### config.mk
export PLATFORM = sky130hd
export DESIGN_NAME = csss_top
export DESIGN_NICKNAME = d
export VERILOG_FILES = /design/src/csss_pkg.sv /design/src/csss_top.sv /design/src/csss_timeout.sv
export SDC_FILE = /design/constraint.sdc
export NUM_CORES = 1
export LEC_CHECK = 0
export BUFFER_PORTS_ARGS = -buffer_cell sky130_fd_sc_hd__buf_2
export CORE_MARGIN = 4
export CORE_UTILIZATION = 35
export CTS_BUF_LIST = sky130_fd_sc_hd__clkbuf_2 sky130_fd_sc_hd__clkbuf_4 sky130_fd_sc_hd__clkbuf_8
export CTS_CLUSTER_DIAMETER = 50
export DETAILED_ROUTE_END_ITERATION = 7
export SLEW_MARGIN = 10
export SYNTH_ARGS = -nofsm -noshare
export SYNTH_HDL_FRONTEND = slang
export SYNTH_HIERARCHICAL = 1
export SYNTH_SLANG_ARGS = --single-unit
export TNS_END_PERCENT = 30
### constraint.sdc
create_clock -name i_ref_clk -period 3.19 [get_ports i_ref_clk]
set_input_delay 0.1595 -clock i_ref_clk [delete_from_list [all_inputs] [get_ports i_ref_clk]]
set_output_delay 0.1595 -clock i_ref_clk [all_outputs]
set_load 0.03 [all_outputs]
### src/csss_pkg.sv
// constants for the clock stop and startup status register bank
//
// Contract
// - a set stop bit halts that block's clocks; zero after reset runs everything. Only bits 11 and 3 reach an output; bits 0, 6, 8 are stored only.
// - digital-domain stop bit 11 gates every digital clock without its own bit.
// - once bit 11 is set, register accesses are ignored until power cycle.
// - stop bit 3 holds the crystal signal monitor without a clock.
// - status flag bit 0 (field 7:5) marks bias calibration not done within 2 ms.
// - status flag bit 1 marks configuration memory load not done within 10 ms.
// - status flag bit 2 marks analog PLL lock not reported within 2 ms.
// - if the divided system clock never toggles, switch to the ring oscillator.
// - status bit 4 shows the ring oscillator was substituted.
// - ready bit 3 is set when the startup memory load completes.
// - status bits 1:0 report the user configuration index that was loaded.
// - the common configuration is always loaded, before any user configuration.
// - the user configuration comes from a four-bit select field, reset value 0x4.
package csss_pkg;
  // =====================================================
  // register map
  localparam logic [7:0] CSSS_ADDR_CLK_STOP = 8'h00;
  localparam logic [7:0] CSSS_ADDR_STATUS = 8'h01;
  localparam logic [7:0] CSSS_ADDR_CFG_SEL = 8'h02;
  localparam int CSSS_DW = 16;

  // =====================================================
  // clock stop register fields
  localparam int CSSS_DIG_STOP_BIT = 11;
  localparam int CSSS_MON_STOP_BIT = 3;
  localparam logic [15:0] CSSS_CLK_STOP_RW_MASK = 16'h0949;
  localparam logic [15:0] CSSS_CLK_STOP_RST = 16'h0000;

  // =====================================================
  // status register fields
  localparam int CSSS_FLAG_LSB = 5;
  localparam int CSSS_FALLBACK_BIT = 4;
  localparam int CSSS_READY_BIT = 3;
  localparam int CSSS_LOADED_LSB = 0;
  localparam int CSSS_FLAG_BIAS = 0;
  localparam int CSSS_FLAG_OTP = 1;
  localparam int CSSS_FLAG_APLL = 2;

  // =====================================================
  // configuration select
  localparam logic [3:0] CSSS_CFG_SEL_RST = 4'h4;
  localparam logic [3:0] CSSS_CFG_SEL_USER_MAX = 4'h3;

  // =====================================================
  // timing
  localparam int CSSS_CLK_MHZ = 250;
  localparam int CSSS_BIAS_TMO_US = 2000;
  localparam int CSSS_OTP_TMO_US = 10000;
  localparam int CSSS_APLL_TMO_US = 2000;
  localparam int CSSS_BIAS_TMO_CYC = CSSS_BIAS_TMO_US * CSSS_CLK_MHZ;
  localparam int CSSS_OTP_TMO_CYC = CSSS_OTP_TMO_US * CSSS_CLK_MHZ;
  localparam int CSSS_APLL_TMO_CYC = CSSS_APLL_TMO_US * CSSS_CLK_MHZ;
  localparam int CSSS_SYSDIV_WAIT_CYC = 256;

  typedef enum logic [2:0] {
    ST_CLK_CHECK,
    ST_BIAS_CAL,
    ST_OTP_COMMON,
    ST_OTP_USER,
    ST_APLL_LOCK,
    ST_DONE
  } csss_state_t;
endpackage

### src/csss_top.sv
// clock stop control and startup sequencer with status register
`timescale 1ns/100ps
module csss_top import csss_pkg::*; #(
  parameter int BIAS_TMO_CYC = CSSS_BIAS_TMO_CYC,
  parameter int OTP_TMO_CYC = CSSS_OTP_TMO_CYC,
  parameter int APLL_TMO_CYC = CSSS_APLL_TMO_CYC,
  parameter int SYSDIV_WAIT_CYC = CSSS_SYSDIV_WAIT_CYC
) (
  input wire logic i_ref_clk,
  input wire logic i_arst_n,
  input wire logic i_clk_en,
  input wire logic [7:0] i_reg_addr,
  input wire logic i_reg_wr,
  input wire logic i_reg_rd,
  input wire logic [15:0] i_reg_wdata,
  output logic [15:0] o_reg_rdata,
  output logic o_reg_ack,
  output logic o_digital_domain_clock_stop,
  output logic o_signal_monitor_clock_stop,
  input wire logic i_sysdiv_toggling,
  output logic o_ring_osc_sel,
  output logic o_bias_cal_start,
  input wire logic i_bias_cal_done,
  output logic o_otp_load_req,
  output logic o_otp_load_user,
  output logic [1:0] o_otp_user_idx,
  input wire logic i_otp_load_done,
  output logic o_apll_start,
  input wire logic i_apll_lock
);
  csss_state_t state_q;
  csss_state_t state_d;
  logic [15:0] clk_stop_q;
  logic [3:0] cfg_sel_q;
  logic [2:0] flags_q;
  logic fallback_q;
  logic ready_q;
  logic [1:0] loaded_q;
  logic [15:0] rdata_q;
  logic ack_q;
  logic clk_tmo;
  logic bias_tmo;
  logic otp_tmo;
  logic apll_tmo;

  // =====================================================
  // register access decode
  wire frozen = clk_stop_q[CSSS_DIG_STOP_BIT];
  wire wr_ok = i_reg_wr && !frozen;
  wire rd_ok = i_reg_rd && !frozen;
  wire wr_stop = wr_ok && (i_reg_addr == CSSS_ADDR_CLK_STOP);
  wire wr_cfg = wr_ok && (i_reg_addr == CSSS_ADDR_CFG_SEL);
  wire [7:0] status_word = {flags_q, fallback_q, ready_q, 1'b0, loaded_q};
  wire [15:0] rd_mux;
  assign rd_mux = (i_reg_addr == CSSS_ADDR_CLK_STOP) ? clk_stop_q :
                  (i_reg_addr == CSSS_ADDR_STATUS) ? {8'h00, status_word} :
                  (i_reg_addr == CSSS_ADDR_CFG_SEL) ? {12'h000, cfg_sel_q} : 16'h0000;
  wire [15:0] stop_d = (i_reg_wdata & CSSS_CLK_STOP_RW_MASK) | (clk_stop_q & ~CSSS_CLK_STOP_RW_MASK);

  // only stored bits are writable; read-only reserved bits stay zero
  always_ff @(posedge i_ref_clk or negedge i_arst_n) begin
    if (!i_arst_n) begin
      clk_stop_q <= CSSS_CLK_STOP_RST;
      cfg_sel_q <= CSSS_CFG_SEL_RST;
      rdata_q <= 16'h0000;
      ack_q <= 1'b0;
    end else if (i_clk_en) begin
      if (wr_stop) begin
        clk_stop_q <= stop_d;
      end
      if (wr_cfg) begin
        cfg_sel_q <= i_reg_wdata[3:0];
      end
      if (rd_ok) begin
        rdata_q <= rd_mux;
      end
      ack_q <= wr_ok || rd_ok;
    end
  end

  assign o_reg_rdata = rdata_q;
  assign o_reg_ack = ack_q;
  // stop bits 11 and 3 drive the block clock gates directly; only digital stop bit 11 has no way back but reset
  assign o_digital_domain_clock_stop = clk_stop_q[CSSS_DIG_STOP_BIT];
  assign o_signal_monitor_clock_stop = clk_stop_q[CSSS_MON_STOP_BIT];

  // =====================================================
  // phase timeouts
  csss_timeout #(.LIMIT(SYSDIV_WAIT_CYC)) u_clk_tmo (
    .i_ref_clk(i_ref_clk), .i_arst_n(i_arst_n), .i_clk_en(i_clk_en),
    .i_run(state_q == ST_CLK_CHECK), .o_expired(clk_tmo));
  csss_timeout #(.LIMIT(BIAS_TMO_CYC)) u_bias_tmo (
    .i_ref_clk(i_ref_clk), .i_arst_n(i_arst_n), .i_clk_en(i_clk_en),
    .i_run(state_q == ST_BIAS_CAL), .o_expired(bias_tmo));
  csss_timeout #(.LIMIT(OTP_TMO_CYC)) u_otp_tmo (
    .i_ref_clk(i_ref_clk), .i_arst_n(i_arst_n), .i_clk_en(i_clk_en),
    .i_run(state_q == ST_OTP_COMMON || state_q == ST_OTP_USER), .o_expired(otp_tmo));
  csss_timeout #(.LIMIT(APLL_TMO_CYC)) u_apll_tmo (
    .i_ref_clk(i_ref_clk), .i_arst_n(i_arst_n), .i_clk_en(i_clk_en),
    .i_run(state_q == ST_APLL_LOCK), .o_expired(apll_tmo));

  // =====================================================
  // startup sequencer
  wire user_valid = (cfg_sel_q <= CSSS_CFG_SEL_USER_MAX); // out-of-range select loads common only
  wire [1:0] user_idx = cfg_sel_q[1:0];

  always_comb begin
    state_d = state_q;
    case (state_q)
      ST_CLK_CHECK: begin
        if (i_sysdiv_toggling || clk_tmo) state_d = ST_BIAS_CAL;
      end
      ST_BIAS_CAL: begin
        if (i_bias_cal_done || bias_tmo) state_d = ST_OTP_COMMON;
      end
      ST_OTP_COMMON: begin
        if (otp_tmo) state_d = ST_APLL_LOCK;
        else if (i_otp_load_done) state_d = user_valid ? ST_OTP_USER : ST_APLL_LOCK;
      end
      ST_OTP_USER: begin
        if (i_otp_load_done || otp_tmo) state_d = ST_APLL_LOCK;
      end
      ST_APLL_LOCK: begin
        if (i_apll_lock || apll_tmo) state_d = ST_DONE;
      end
      default: state_d = ST_DONE;
    endcase
  end

  // status only moves while the sequence runs; done state never writes it
  always_ff @(posedge i_ref_clk or negedge i_arst_n) begin
    if (!i_arst_n) begin
      state_q <= ST_CLK_CHECK;
      flags_q <= 3'h0;
      fallback_q <= 1'b0;
      ready_q <= 1'b0;
      loaded_q <= 2'h0;
    end else if (i_clk_en) begin
      state_q <= state_d;
      if (state_q == ST_CLK_CHECK && !i_sysdiv_toggling && clk_tmo) begin
        fallback_q <= 1'b1;
      end
      if (state_q == ST_BIAS_CAL && !i_bias_cal_done && bias_tmo) begin
        flags_q[CSSS_FLAG_BIAS] <= 1'b1;
      end
      if ((state_q == ST_OTP_COMMON || state_q == ST_OTP_USER) && otp_tmo) begin
        flags_q[CSSS_FLAG_OTP] <= 1'b1;
      end
      if (state_q == ST_APLL_LOCK && !i_apll_lock && apll_tmo) begin
        flags_q[CSSS_FLAG_APLL] <= 1'b1;
      end
      if (!otp_tmo && i_otp_load_done &&
          (state_q == ST_OTP_USER || (state_q == ST_OTP_COMMON && !user_valid))) begin
        ready_q <= 1'b1;
      end
      if (!otp_tmo && i_otp_load_done && state_q == ST_OTP_USER) begin
        loaded_q <= user_idx;
      end
    end
  end

  // handshake levels to the analog and memory helpers
  assign o_ring_osc_sel = fallback_q;
  assign o_bias_cal_start = (state_q == ST_BIAS_CAL);
  assign o_otp_load_req = (state_q == ST_OTP_COMMON || state_q == ST_OTP_USER);
  assign o_otp_load_user = (state_q == ST_OTP_USER);
  assign o_otp_user_idx = user_idx;
  assign o_apll_start = (state_q == ST_APLL_LOCK);

  // =====================================================
  // checks
  chk_stop_needs_write: assert property (@(posedge i_ref_clk) disable iff (!i_arst_n)
    $rose(o_signal_monitor_clock_stop) |-> $past(wr_stop && i_reg_wdata[CSSS_MON_STOP_BIT]))
    else $error("monitor stop rose without a write");
  chk_dig_stop_sticks: assert property (@(posedge i_ref_clk) disable iff (!i_arst_n)
    o_digital_domain_clock_stop |=> o_digital_domain_clock_stop)
    else $error("digital stop released without reset");
  chk_frozen_no_access: assert property (@(posedge i_ref_clk) disable iff (!i_arst_n)
    o_digital_domain_clock_stop |=> !o_reg_ack && $stable(clk_stop_q) && $stable(o_reg_rdata))
    else $error("register access while digital clocks stopped");
  chk_monitor_stop_write: assert property (@(posedge i_ref_clk) disable iff (!i_arst_n)
    wr_stop && i_clk_en && i_reg_wdata[CSSS_MON_STOP_BIT] |=> o_signal_monitor_clock_stop)
    else $error("monitor stop not applied after write");
  chk_bias_flag_cause: assert property (@(posedge i_ref_clk) disable iff (!i_arst_n)
    $rose(flags_q[CSSS_FLAG_BIAS]) |-> $past(state_q == ST_BIAS_CAL && bias_tmo))
    else $error("bias flag without bias timeout");
  chk_otp_flag_cause: assert property (@(posedge i_ref_clk) disable iff (!i_arst_n)
    $rose(flags_q[CSSS_FLAG_OTP]) |-> $past(o_otp_load_req && otp_tmo))
    else $error("memory load flag without timeout");
  chk_apll_flag_cause: assert property (@(posedge i_ref_clk) disable iff (!i_arst_n)
    $rose(flags_q[CSSS_FLAG_APLL]) |-> $past(state_q == ST_APLL_LOCK && !i_apll_lock && apll_tmo))
    else $error("lock flag while lock reported");
  chk_fallback_cause: assert property (@(posedge i_ref_clk) disable iff (!i_arst_n)
    $rose(o_ring_osc_sel) |-> $past(state_q == ST_CLK_CHECK && !i_sysdiv_toggling && clk_tmo))
    else $error("fallback while divider toggled");
  chk_ready_cause: assert property (@(posedge i_ref_clk) disable iff (!i_arst_n)
    $rose(ready_q) |-> $past(i_otp_load_done) && state_q == ST_APLL_LOCK)
    else $error("ready without memory load completion");
  chk_user_after_common: assert property (@(posedge i_ref_clk) disable iff (!i_arst_n)
    $rose(o_otp_load_user) |-> $past(state_q == ST_OTP_COMMON && i_otp_load_done))
    else $error("user image loaded before common image");
  chk_status_frozen_done: assert property (@(posedge i_ref_clk) disable iff (!i_arst_n)
    state_q == ST_DONE |=> $stable(status_word) ##1 $stable(status_word))
    else $error("status changed after startup");
  chk_stop_reserved_zero: assert property (@(posedge i_ref_clk) disable iff (!i_arst_n)
    (clk_stop_q & ~CSSS_CLK_STOP_RW_MASK) == 16'h0000)
    else $error("read-only clock stop bit became set");
  chk_loaded_from_user: assert property (@(posedge i_ref_clk) disable iff (!i_arst_n)
    $changed(loaded_q) |-> $past(state_q == ST_OTP_USER && i_otp_load_done && !otp_tmo))
    else $error("loaded index changed outside user image load");
  chk_common_first: assert property (@(posedge i_ref_clk) disable iff (!i_arst_n)
    $rose(o_otp_load_req) |-> !o_otp_load_user)
    else $error("memory load did not start with common image");
  chk_ready_on_load: assert property (@(posedge i_ref_clk) disable iff (!i_arst_n)
    state_q == ST_OTP_USER && i_otp_load_done && !otp_tmo && i_clk_en |=> ready_q)
    else $error("ready not set after user image load");
  // a low enable must hold the sequencer, status and bus answer exactly where they are
  chk_enable_freeze: assert property (@(posedge i_ref_clk) disable iff (!i_arst_n)
    !i_clk_en |=> $stable(state_q) && $stable(status_word) && $stable(clk_stop_q) && $stable(o_reg_ack))
    else $error("state moved while clock enable low");

  cov_fallback: cover property (@(posedge i_ref_clk) disable iff (!i_arst_n) $rose(o_ring_osc_sel));
  cov_ready_user: cover property (@(posedge i_ref_clk) disable iff (!i_arst_n) $rose(ready_q) && loaded_q != 2'h0);
  cov_apll_tmo: cover property (@(posedge i_ref_clk) disable iff (!i_arst_n) $rose(flags_q[CSSS_FLAG_APLL]));
  cov_dig_stop: cover property (@(posedge i_ref_clk) disable iff (!i_arst_n) $rose(o_digital_domain_clock_stop));
endmodule

### src/csss_timeout.sv
// phase timeout counter: flags expiry after LIMIT cycles of run
`timescale 1ns/100ps
module csss_timeout #(
  parameter int LIMIT = 16
) (
  input wire logic i_ref_clk,
  input wire logic i_arst_n,
  input wire logic i_clk_en,
  input wire logic i_run,
  output logic o_expired
);
  localparam int W = $clog2(LIMIT + 1);
  localparam logic [W-1:0] LAST = W'(LIMIT - 1);

  logic [W-1:0] cnt_q;
  logic [W-1:0] cnt_d;
  wire at_last = (cnt_q == LAST);

  // saturate so a late answer never wraps into a second expiry
  assign cnt_d = !i_run ? '0 : (at_last ? cnt_q : cnt_q + W'(1));
  assign o_expired = i_run && at_last;

  // =====================================================
  // counter
  always_ff @(posedge i_ref_clk or negedge i_arst_n) begin
    if (!i_arst_n) begin
      cnt_q <= '0;
    end else if (i_clk_en) begin
      cnt_q <= cnt_d;
    end
  end
endmodule

==> results of run 1 <==
==> worst paths after layout <==
check,depth (start not counted),startpoint,end,slack [ns]
max,6,state_q[0],u_bias_tmo/cnt_q[17],0.65
min,2,i_reg_wdata[3],cfg_sel_q[3],0.03
max reg2reg,6,state_q[0],u_bias_tmo/cnt_q[17],0.65
min reg2reg,2,o_reg_rdata[6],o_reg_rdata[6],0.49
max in group asynchronous,3,i_arst_n,cfg_sel_q[2],2.04
min in group asynchronous,2,i_arst_n,u_apll_tmo/cnt_q[5],0.30
==> report_power, final <==
part           leakage [uW]  switching (uW)  internal (uW)
Combinational       0.00138             340            195
Sequential          0.00138            50.9           1310
Clock             0.0000918             464            365
==> stage by stage <==
step	hold WS (ns)	cells	instance area, sq um
after floorplan	-0.136	613	5910
after global placement	0.165	857	6320
after detailed placement	0.186	857	6320
after CTS	0.00585	879	6580
after global routing	0.0162	879	6580
final	0.0293	879	6580
==> final cells by class <==
class / instances / area [sq um] / share of cell area [%]
well taps: 220 / 275 / 4.18
inverters: 26 / 97.6 / 1.48
multi-input cells: 452 / 3120 / 47.5
clock buffers: 9 / 124 / 1.88
clock inverters: 7 / 75.1 / 1.14
repair buffers: 65 / 383 / 5.82
flip-flops and latches: 100 / 2500 / 38.0
==> metal layers <==
metal | up-vias | wire length, um | track usage, %
met5 | - | 0 | 0
met4 | 0 | 252 | 6.04
li1 | 2418 | - | -
met2 | 113 | 6650 | 25.2
met1 | 2449 | 6490 | 21.3
met3 | 20 | 567 | 2.87
==> logic make-up (layout without fill, tap and decap cells) <==
| logic type | after synthesis | after routing | synth area share, % |
|---|---|---|---|
| and+or+nand+nor | 259 | 259 | 26.9 |
| AOI/OAI and AO/OA | 165 | 165 | 20.6 |
| DFF | 100 | 100 | 42.4 |
| buffers and inverters | 61 | 107 | 4.81 |
| muxes | 21 | 21 | 3.86 |
| adders and majority gates | 7 | 7 | 1.48 |
==> timing repair <==
action                    CTS  global route
hold endpoints to repair   43             0
hold buffers                6             0
resized for setup           0             0
==> state kept, by name (all words and copies together), names as in the netlist <==
register / cells
flags_q: 3
ready_q: 1
u_bias_tmo/cnt_q: 19
o_reg_ack: 1
u_apll_tmo/cnt_q: 19
clk_stop_q: 5
loaded_q: 2
u_clk_tmo/cnt_q: 9
u_otp_tmo/cnt_q: 22
state_q: 3
o_ring_osc_sel: 1
o_reg_rdata: 11
cfg_sel_q: 4
==> cells in the final DEF (no fill, tap or decap), types with 10 or more instances in the layout <==
cell and instances:
sky130_fd_sc_hd__nor3_1 10, sky130_fd_sc_hd__nor2_1 27, sky130_fd_sc_hd__nand3_1 32, sky130_fd_sc_hd__buf_2 48, sky130_fd_sc_hd__buf_4 11, sky130_fd_sc_hd__a22o_1 12, sky130_fd_sc_hd__dfrtp_1 99, sky130_fd_sc_hd__nor2b_1 20
sky130_fd_sc_hd__and2_1 16, sky130_fd_sc_hd__o31ai_1 25, sky130_fd_sc_hd__or3_1 14, sky130_fd_sc_hd__nand2_1 48, sky130_fd_sc_hd__mux2_2 13, sky130_fd_sc_hd__a31oi_1 11, sky130_fd_sc_hd__nand4_1 24, sky130_fd_sc_hd__inv_1 24
sky130_fd_sc_hd__o21ai_0 29, sky130_fd_sc_hd__or4_1 10, sky130_fd_sc_hd__a21oi_1 22
==> impl_metrics.ini, run 1 <==
[grt]
grt_max_degree = 41
grt_pass1_wl_um = 24200
grt_antenna_before_repair = 0
global_route.usage.total_pct = 15.7
grt_overflow = 0
first_global_vias = 4886

[layout]
areaGrowthSynthToFinish_pct = 11.4
final_nets = 694
antenna_cells_inserted = 0
nFillCells = 1646
layout-drive-gt1-share_pct = 17.9
final_util_pct = 39.7

[cts]
worstSkewPairLatency_ns = 0.37
cts.reportedPaths.clkPinSlew_ns = 0.10
numCtsBuffers = 9
cts-root-buf = sky130_fd_sc_hd__clkbuf_8
cts_tree = done
number_of_buffers_between_clock_root_and_the_deepest_sink = 2
postCtsSetupBuffers = 0
clock_sinks = 100
htreeDepth = 3

[sta]
timing.slew.headroom_pct = 40.0
tightestPinTransition_ns = 0.895
drv_slew = 0
post-route-worst-setup-slack_ns = 0.647
max_freq_mhz = 393
finalSetupViolCount = 0
totalNegativeSetupSlack_ns = 0
skew_ns = 0.00415
grt_setup_unrepaired = no
finalHoldViolations = 0
period_needed_ns = 2.54
final.period_utilization_pct = 79.7

[worst_setup_path]
setup.worst_path.end_class = flip-flop
kind_of_start_point_of_the_critical_path = flip-flop
data_arrival_time_of_the_critical_path_ns = 2.80
critical_path.max_fanout = 21
max_stage_delay_ns = 0.69
critPathKind = reg -> reg
worstPathBufferInverterCount = 1
critPathSlowestCell = sky130_fd_sc_hd__or4_1
cpLargestDelayFamily = simple AND/OR/NAND/NOR gates
cp_data_required_time_ns = 3.44
worstPathCellList = nor3b_2 -> buf_4 -> nand4_1 -> or4_1 -> o211ai_4 -> o41ai_1

[place]
detailedPlacementHpwl_um = 10100
place_congestion = 0.867
numPortBuffers = 49
detailedPlace.worstSlack_ns = 0.672

[synth]
synth-seq-area-share_pct = 42.4
synthDominantAreaCellType = sky130_fd_sc_hd__dfrtp_1
synth_top_flop_cell = sky130_fd_sc_hd__dfrtp_1
synth_most_common_cell = sky130_fd_sc_hd__dfrtp_1
ys.warnings.count = 6
synth-edff-count = 0
postSynthNetCount = 653
ys_async_sr_fraction_pct = 100
post_synth.cell_area_avg_sq_um = 9.63
yosys_register_bits = 100
synth_largest_type_area_fraction_pct = 41.9
synth_top_cells_by_count = sky130_fd_sc_hd__dfrtp_1, sky130_fd_sc_hd__nand2_1, sky130_fd_sc_hd__nand3_1
synth.lib_cells_used.distinct = 70
gate_count_after_technology_mapping = 613
netlist_top_cells_area = sky130_fd_sc_hd__dfrtp_1, sky130_fd_sc_hd__o31ai_1, sky130_fd_sc_hd__nand2_1, sky130_fd_sc_hd__nand3_1, sky130_fd_sc_hd__nand4_1
post_synth_instance_area_sq_um = 5910

[drt]
route.detailed.wl_per_inst_um = 15.9
detail_route.drc_violations = 0
vias = 5000
drt-vias-per-instance = 5.69
drt-total-wl_um = 14000
post_route_ant_nets = 0
drt_iter0_drc = 302
drtPass1Iterations = 5

[floorplan]
die_y_um = 138
initial_core_util_pct = 35.6
design.portCount = 59
chipWidth_um = 138
placement_rows = 47
fp.dieArea_sq_um = 19000
core_area_sq_um = 16600

[power]
totalPowerFinal_uw = 2720
leakage_uw = 0.00285
cellPowerDensity_nw_per_um2 = 414
ir_drop_worst_vdd_mv = 0.217

[hold_path]
hold_class = in -> reg

[status]
status = complete, no violations

[flow_run]
timing.max_cap.violations = 0
No activity file was read; power rests on OpenSTA's default activity.
==> run 2, diff against run 1 <==
ABC_AREA = 1   (was default)
clock period = 2.3 ns   (was 3.19 ns; I/O delays follow)
==> run 2 against run 1 <==
Effect of this change: die area increased by 5.9%; register-to-register slack got worse by 0.32 ns; critical path depth up 6; clock power rose by 42%; critical path type unchanged; critical endpoint is now state_q[1]; largest cell class unchanged.
==> impl_metrics.ini, run 2 <==
[place]
detailedPlacementHpwl_um = 10500
place_congestion = 0.857
numPortBuffers = 49

[cts]
cts_tree = done
clock_sinks = 100
cts-root-buf = sky130_fd_sc_hd__clkbuf_8
number_of_buffers_between_clock_root_and_the_deepest_sink = 2
cts_repair_resize_count = 0
numCtsBuffers = 9
cts_hold_buf = 11
cts.reportedPaths.clkPinSlew_ns = 0.11
htreeDepth = 3
worstSkewPairLatency_ns = 0.40
postCtsSetupBuffers = 0

[drt]
detail_route.drc_violations = 0
drt-total-wl_um = 14200
post_route_ant_nets = 0
drtPass1Iterations = 5
route.detailed.wl_per_inst_um = 12.3
vias = 5326
drt_iter0_drc = 314
drt-vias-per-instance = 4.64

[synth]
synth.lib_cells_used.distinct = 36
ys_async_sr_fraction_pct = 100
synth-seq-area-share_pct = 39.9
gate_count_after_technology_mapping = 855
netlist_top_cells_area = sky130_fd_sc_hd__dfrtp_1, sky130_fd_sc_hd__nand2_1, sky130_fd_sc_hd__nor2_1, sky130_fd_sc_hd__nand3_1, sky130_fd_sc_hd__inv_1
synth_most_common_cell = sky130_fd_sc_hd__nand2_1
synth_top_cells_by_count = sky130_fd_sc_hd__nand2_1, sky130_fd_sc_hd__nor2_1, sky130_fd_sc_hd__dfrtp_1
postSynthNetCount = 895
synth_largest_type_area_fraction_pct = 39.5
synthDominantAreaCellType = sky130_fd_sc_hd__dfrtp_1
post_synth_instance_area_sq_um = 6280
synth_top_flop_cell = sky130_fd_sc_hd__dfrtp_1
ys.warnings.count = 6
yosys_register_bits = 100
synth-edff-count = 0
post_synth.cell_area_avg_sq_um = 7.34

[layout]
areaGrowthSynthToFinish_pct = 11.9
most-common-layout-cells = sky130_fd_sc_hd__nand2_1, sky130_fd_sc_hd__nor2_1, sky130_fd_sc_hd__dfrtp_1, sky130_fd_sc_hd__inv_1, sky130_fd_sc_hd__nand3_1
top_regs = u_otp_tmo/cnt_q: 22 flops, u_apll_tmo/cnt_q: 19 flops, u_bias_tmo/cnt_q: 19 flops
largest_register_ff_count = 22
layout.cells.most_common = sky130_fd_sc_hd__nand2_1
layout-drive-gt1-share_pct = 17.2
final_nets = 957
antenna_cells_inserted = 0
max_flop_register = u_otp_tmo/cnt_q
final_util_pct = 40.3

[sta]
grt_setup_unrepaired = no
drv_slew = 0
final.period_utilization_pct = 85.6
finalSetupViolCount = 0
fin_hold_ws_ns = 0.0389
finalHoldViolations = 0
skew_ns = 0.0129
timing.slew.headroom_pct = 65.5
totalNegativeSetupSlack_ns = 0
tightestPinTransition_ns = 0.518
period_needed_ns = 1.97
max_freq_mhz = 508

[floorplan]
die_y_um = 142
core_area_sq_um = 17400
initial_core_util_pct = 36.0
design.portCount = 59
placement_rows = 48
chipWidth_um = 142
fp.dieArea_sq_um = 20100

[worst_setup_path]
critPathSlowestCell = sky130_fd_sc_hd__dfrtp_1
critical_path.max_fanout = 8
setup.worst_path.end_class = flip-flop
critPathKind = reg -> reg
data_arrival_time_of_the_critical_path_ns = 2.27
max_stage_delay_ns = 0.44
kind_of_start_point_of_the_critical_path = flip-flop
cpLargestDelayFamily = simple AND/OR/NAND/NOR gates
cp_data_required_time_ns = 2.60
worstPathBufferInverterCount = 3
worstPathCellList = inv_2 -> nand3_2 -> inv_2 -> nand3_1 -> nor2_2 -> nand3_4 -> inv_1 -> nor2_1 -> a21oi_4 -> nand2_2 -> nand2_1 -> nand2_1

[power]
ir_drop_worst_vdd_mv = 0.237
leakage_uw = 0.00325
cellPowerDensity_nw_per_um2 = 453

[grt]
grt_overflow = 0
grt_pass1_wl_um = 24700
grt_antenna_before_repair = 0
grt_max_degree = 51
global_route.usage.total_pct = 15.0
first_global_vias = 5141

[status]
status = complete, no violations

[flow_run]
timing.max_cap.violations = 0

[hold_path]
hold_class = in -> reg
## run 2: through the flow
| stage | total power (uW) | cells | instance area [sq um] | worst slack, ns |
|---|---|---|---|---|
| 2_1_floorplan | 1930 | 855 | 6280 | 0.108 |
| 3_3_place_gp | 2020 | 1120 | 6710 | 0.356 |
| 3_5_place_dp | 2020 | 1120 | 6710 | 0.321 |
| 4_1_cts | 3250 | 1147 | 7030 | 0.301 |
| 5_1_grt | 3340 | 1147 | 7030 | 0.129 |
| 6_report | 3180 | 1147 | 7030 | 0.330 |
## run 2: final cells by class
type,count,area [sq um]
Tap cell,225,282
Clock inverter,7,83.8
Sequential cell,100,2500
Fill cell,1817,10400
Multi-Input combinational cell,656,3300
Clock buffer,9,124
Inverter,83,312
Timing Repair Buffer,67,423
## run 2: routing by layer
layer  global-route usage [%]  routed length, um
met4                     5.81                263
met3                     2.80                594
met5                        0                  0
met2                     23.5               6370
met1                     20.4               6930
## run 2: kinds of logic after synthesis
family          synth area share (%)
xor+xnor                        4.05
fa+ha+maj                       1.40
flops                           39.9
compound gates                  8.75
buf+inv                         7.60
simple gates                    38.3
## run 2: power breakdown
part	internal, uW	switching, uW
combinational	72.3	147
clock	440	744
sequential	1770	11.5
## run 2: worst register-to-register path, delay by kind of cell (launching register included)
kind | cells | cell delay [ns]
buffers and inverters | 3 | 0.42
AND/OR/NAND/NOR | 8 | 0.79
flip-flops | 1 | 0.44
AO/OA/AOI/OAI | 1 | 0.21
## run 2: worst paths after layout
check                                startpoint             endpoint  slack, ns  depth (start not counted)
worst max-delay path                 state_q[2]           state_q[1]       0.33                         12
worst min-delay path            i_otp_load_done              ready_q       0.04                          3
worst max register to register       state_q[2]           state_q[1]       0.33                         12
worst min register to register       flags_q[0]           flags_q[0]       0.47                          2
max in group asynchronous              i_arst_n   u_clk_tmo/cnt_q[3]       1.46                          3
min in group asynchronous              i_arst_n  u_apll_tmo/cnt_q[0]       0.09                          2
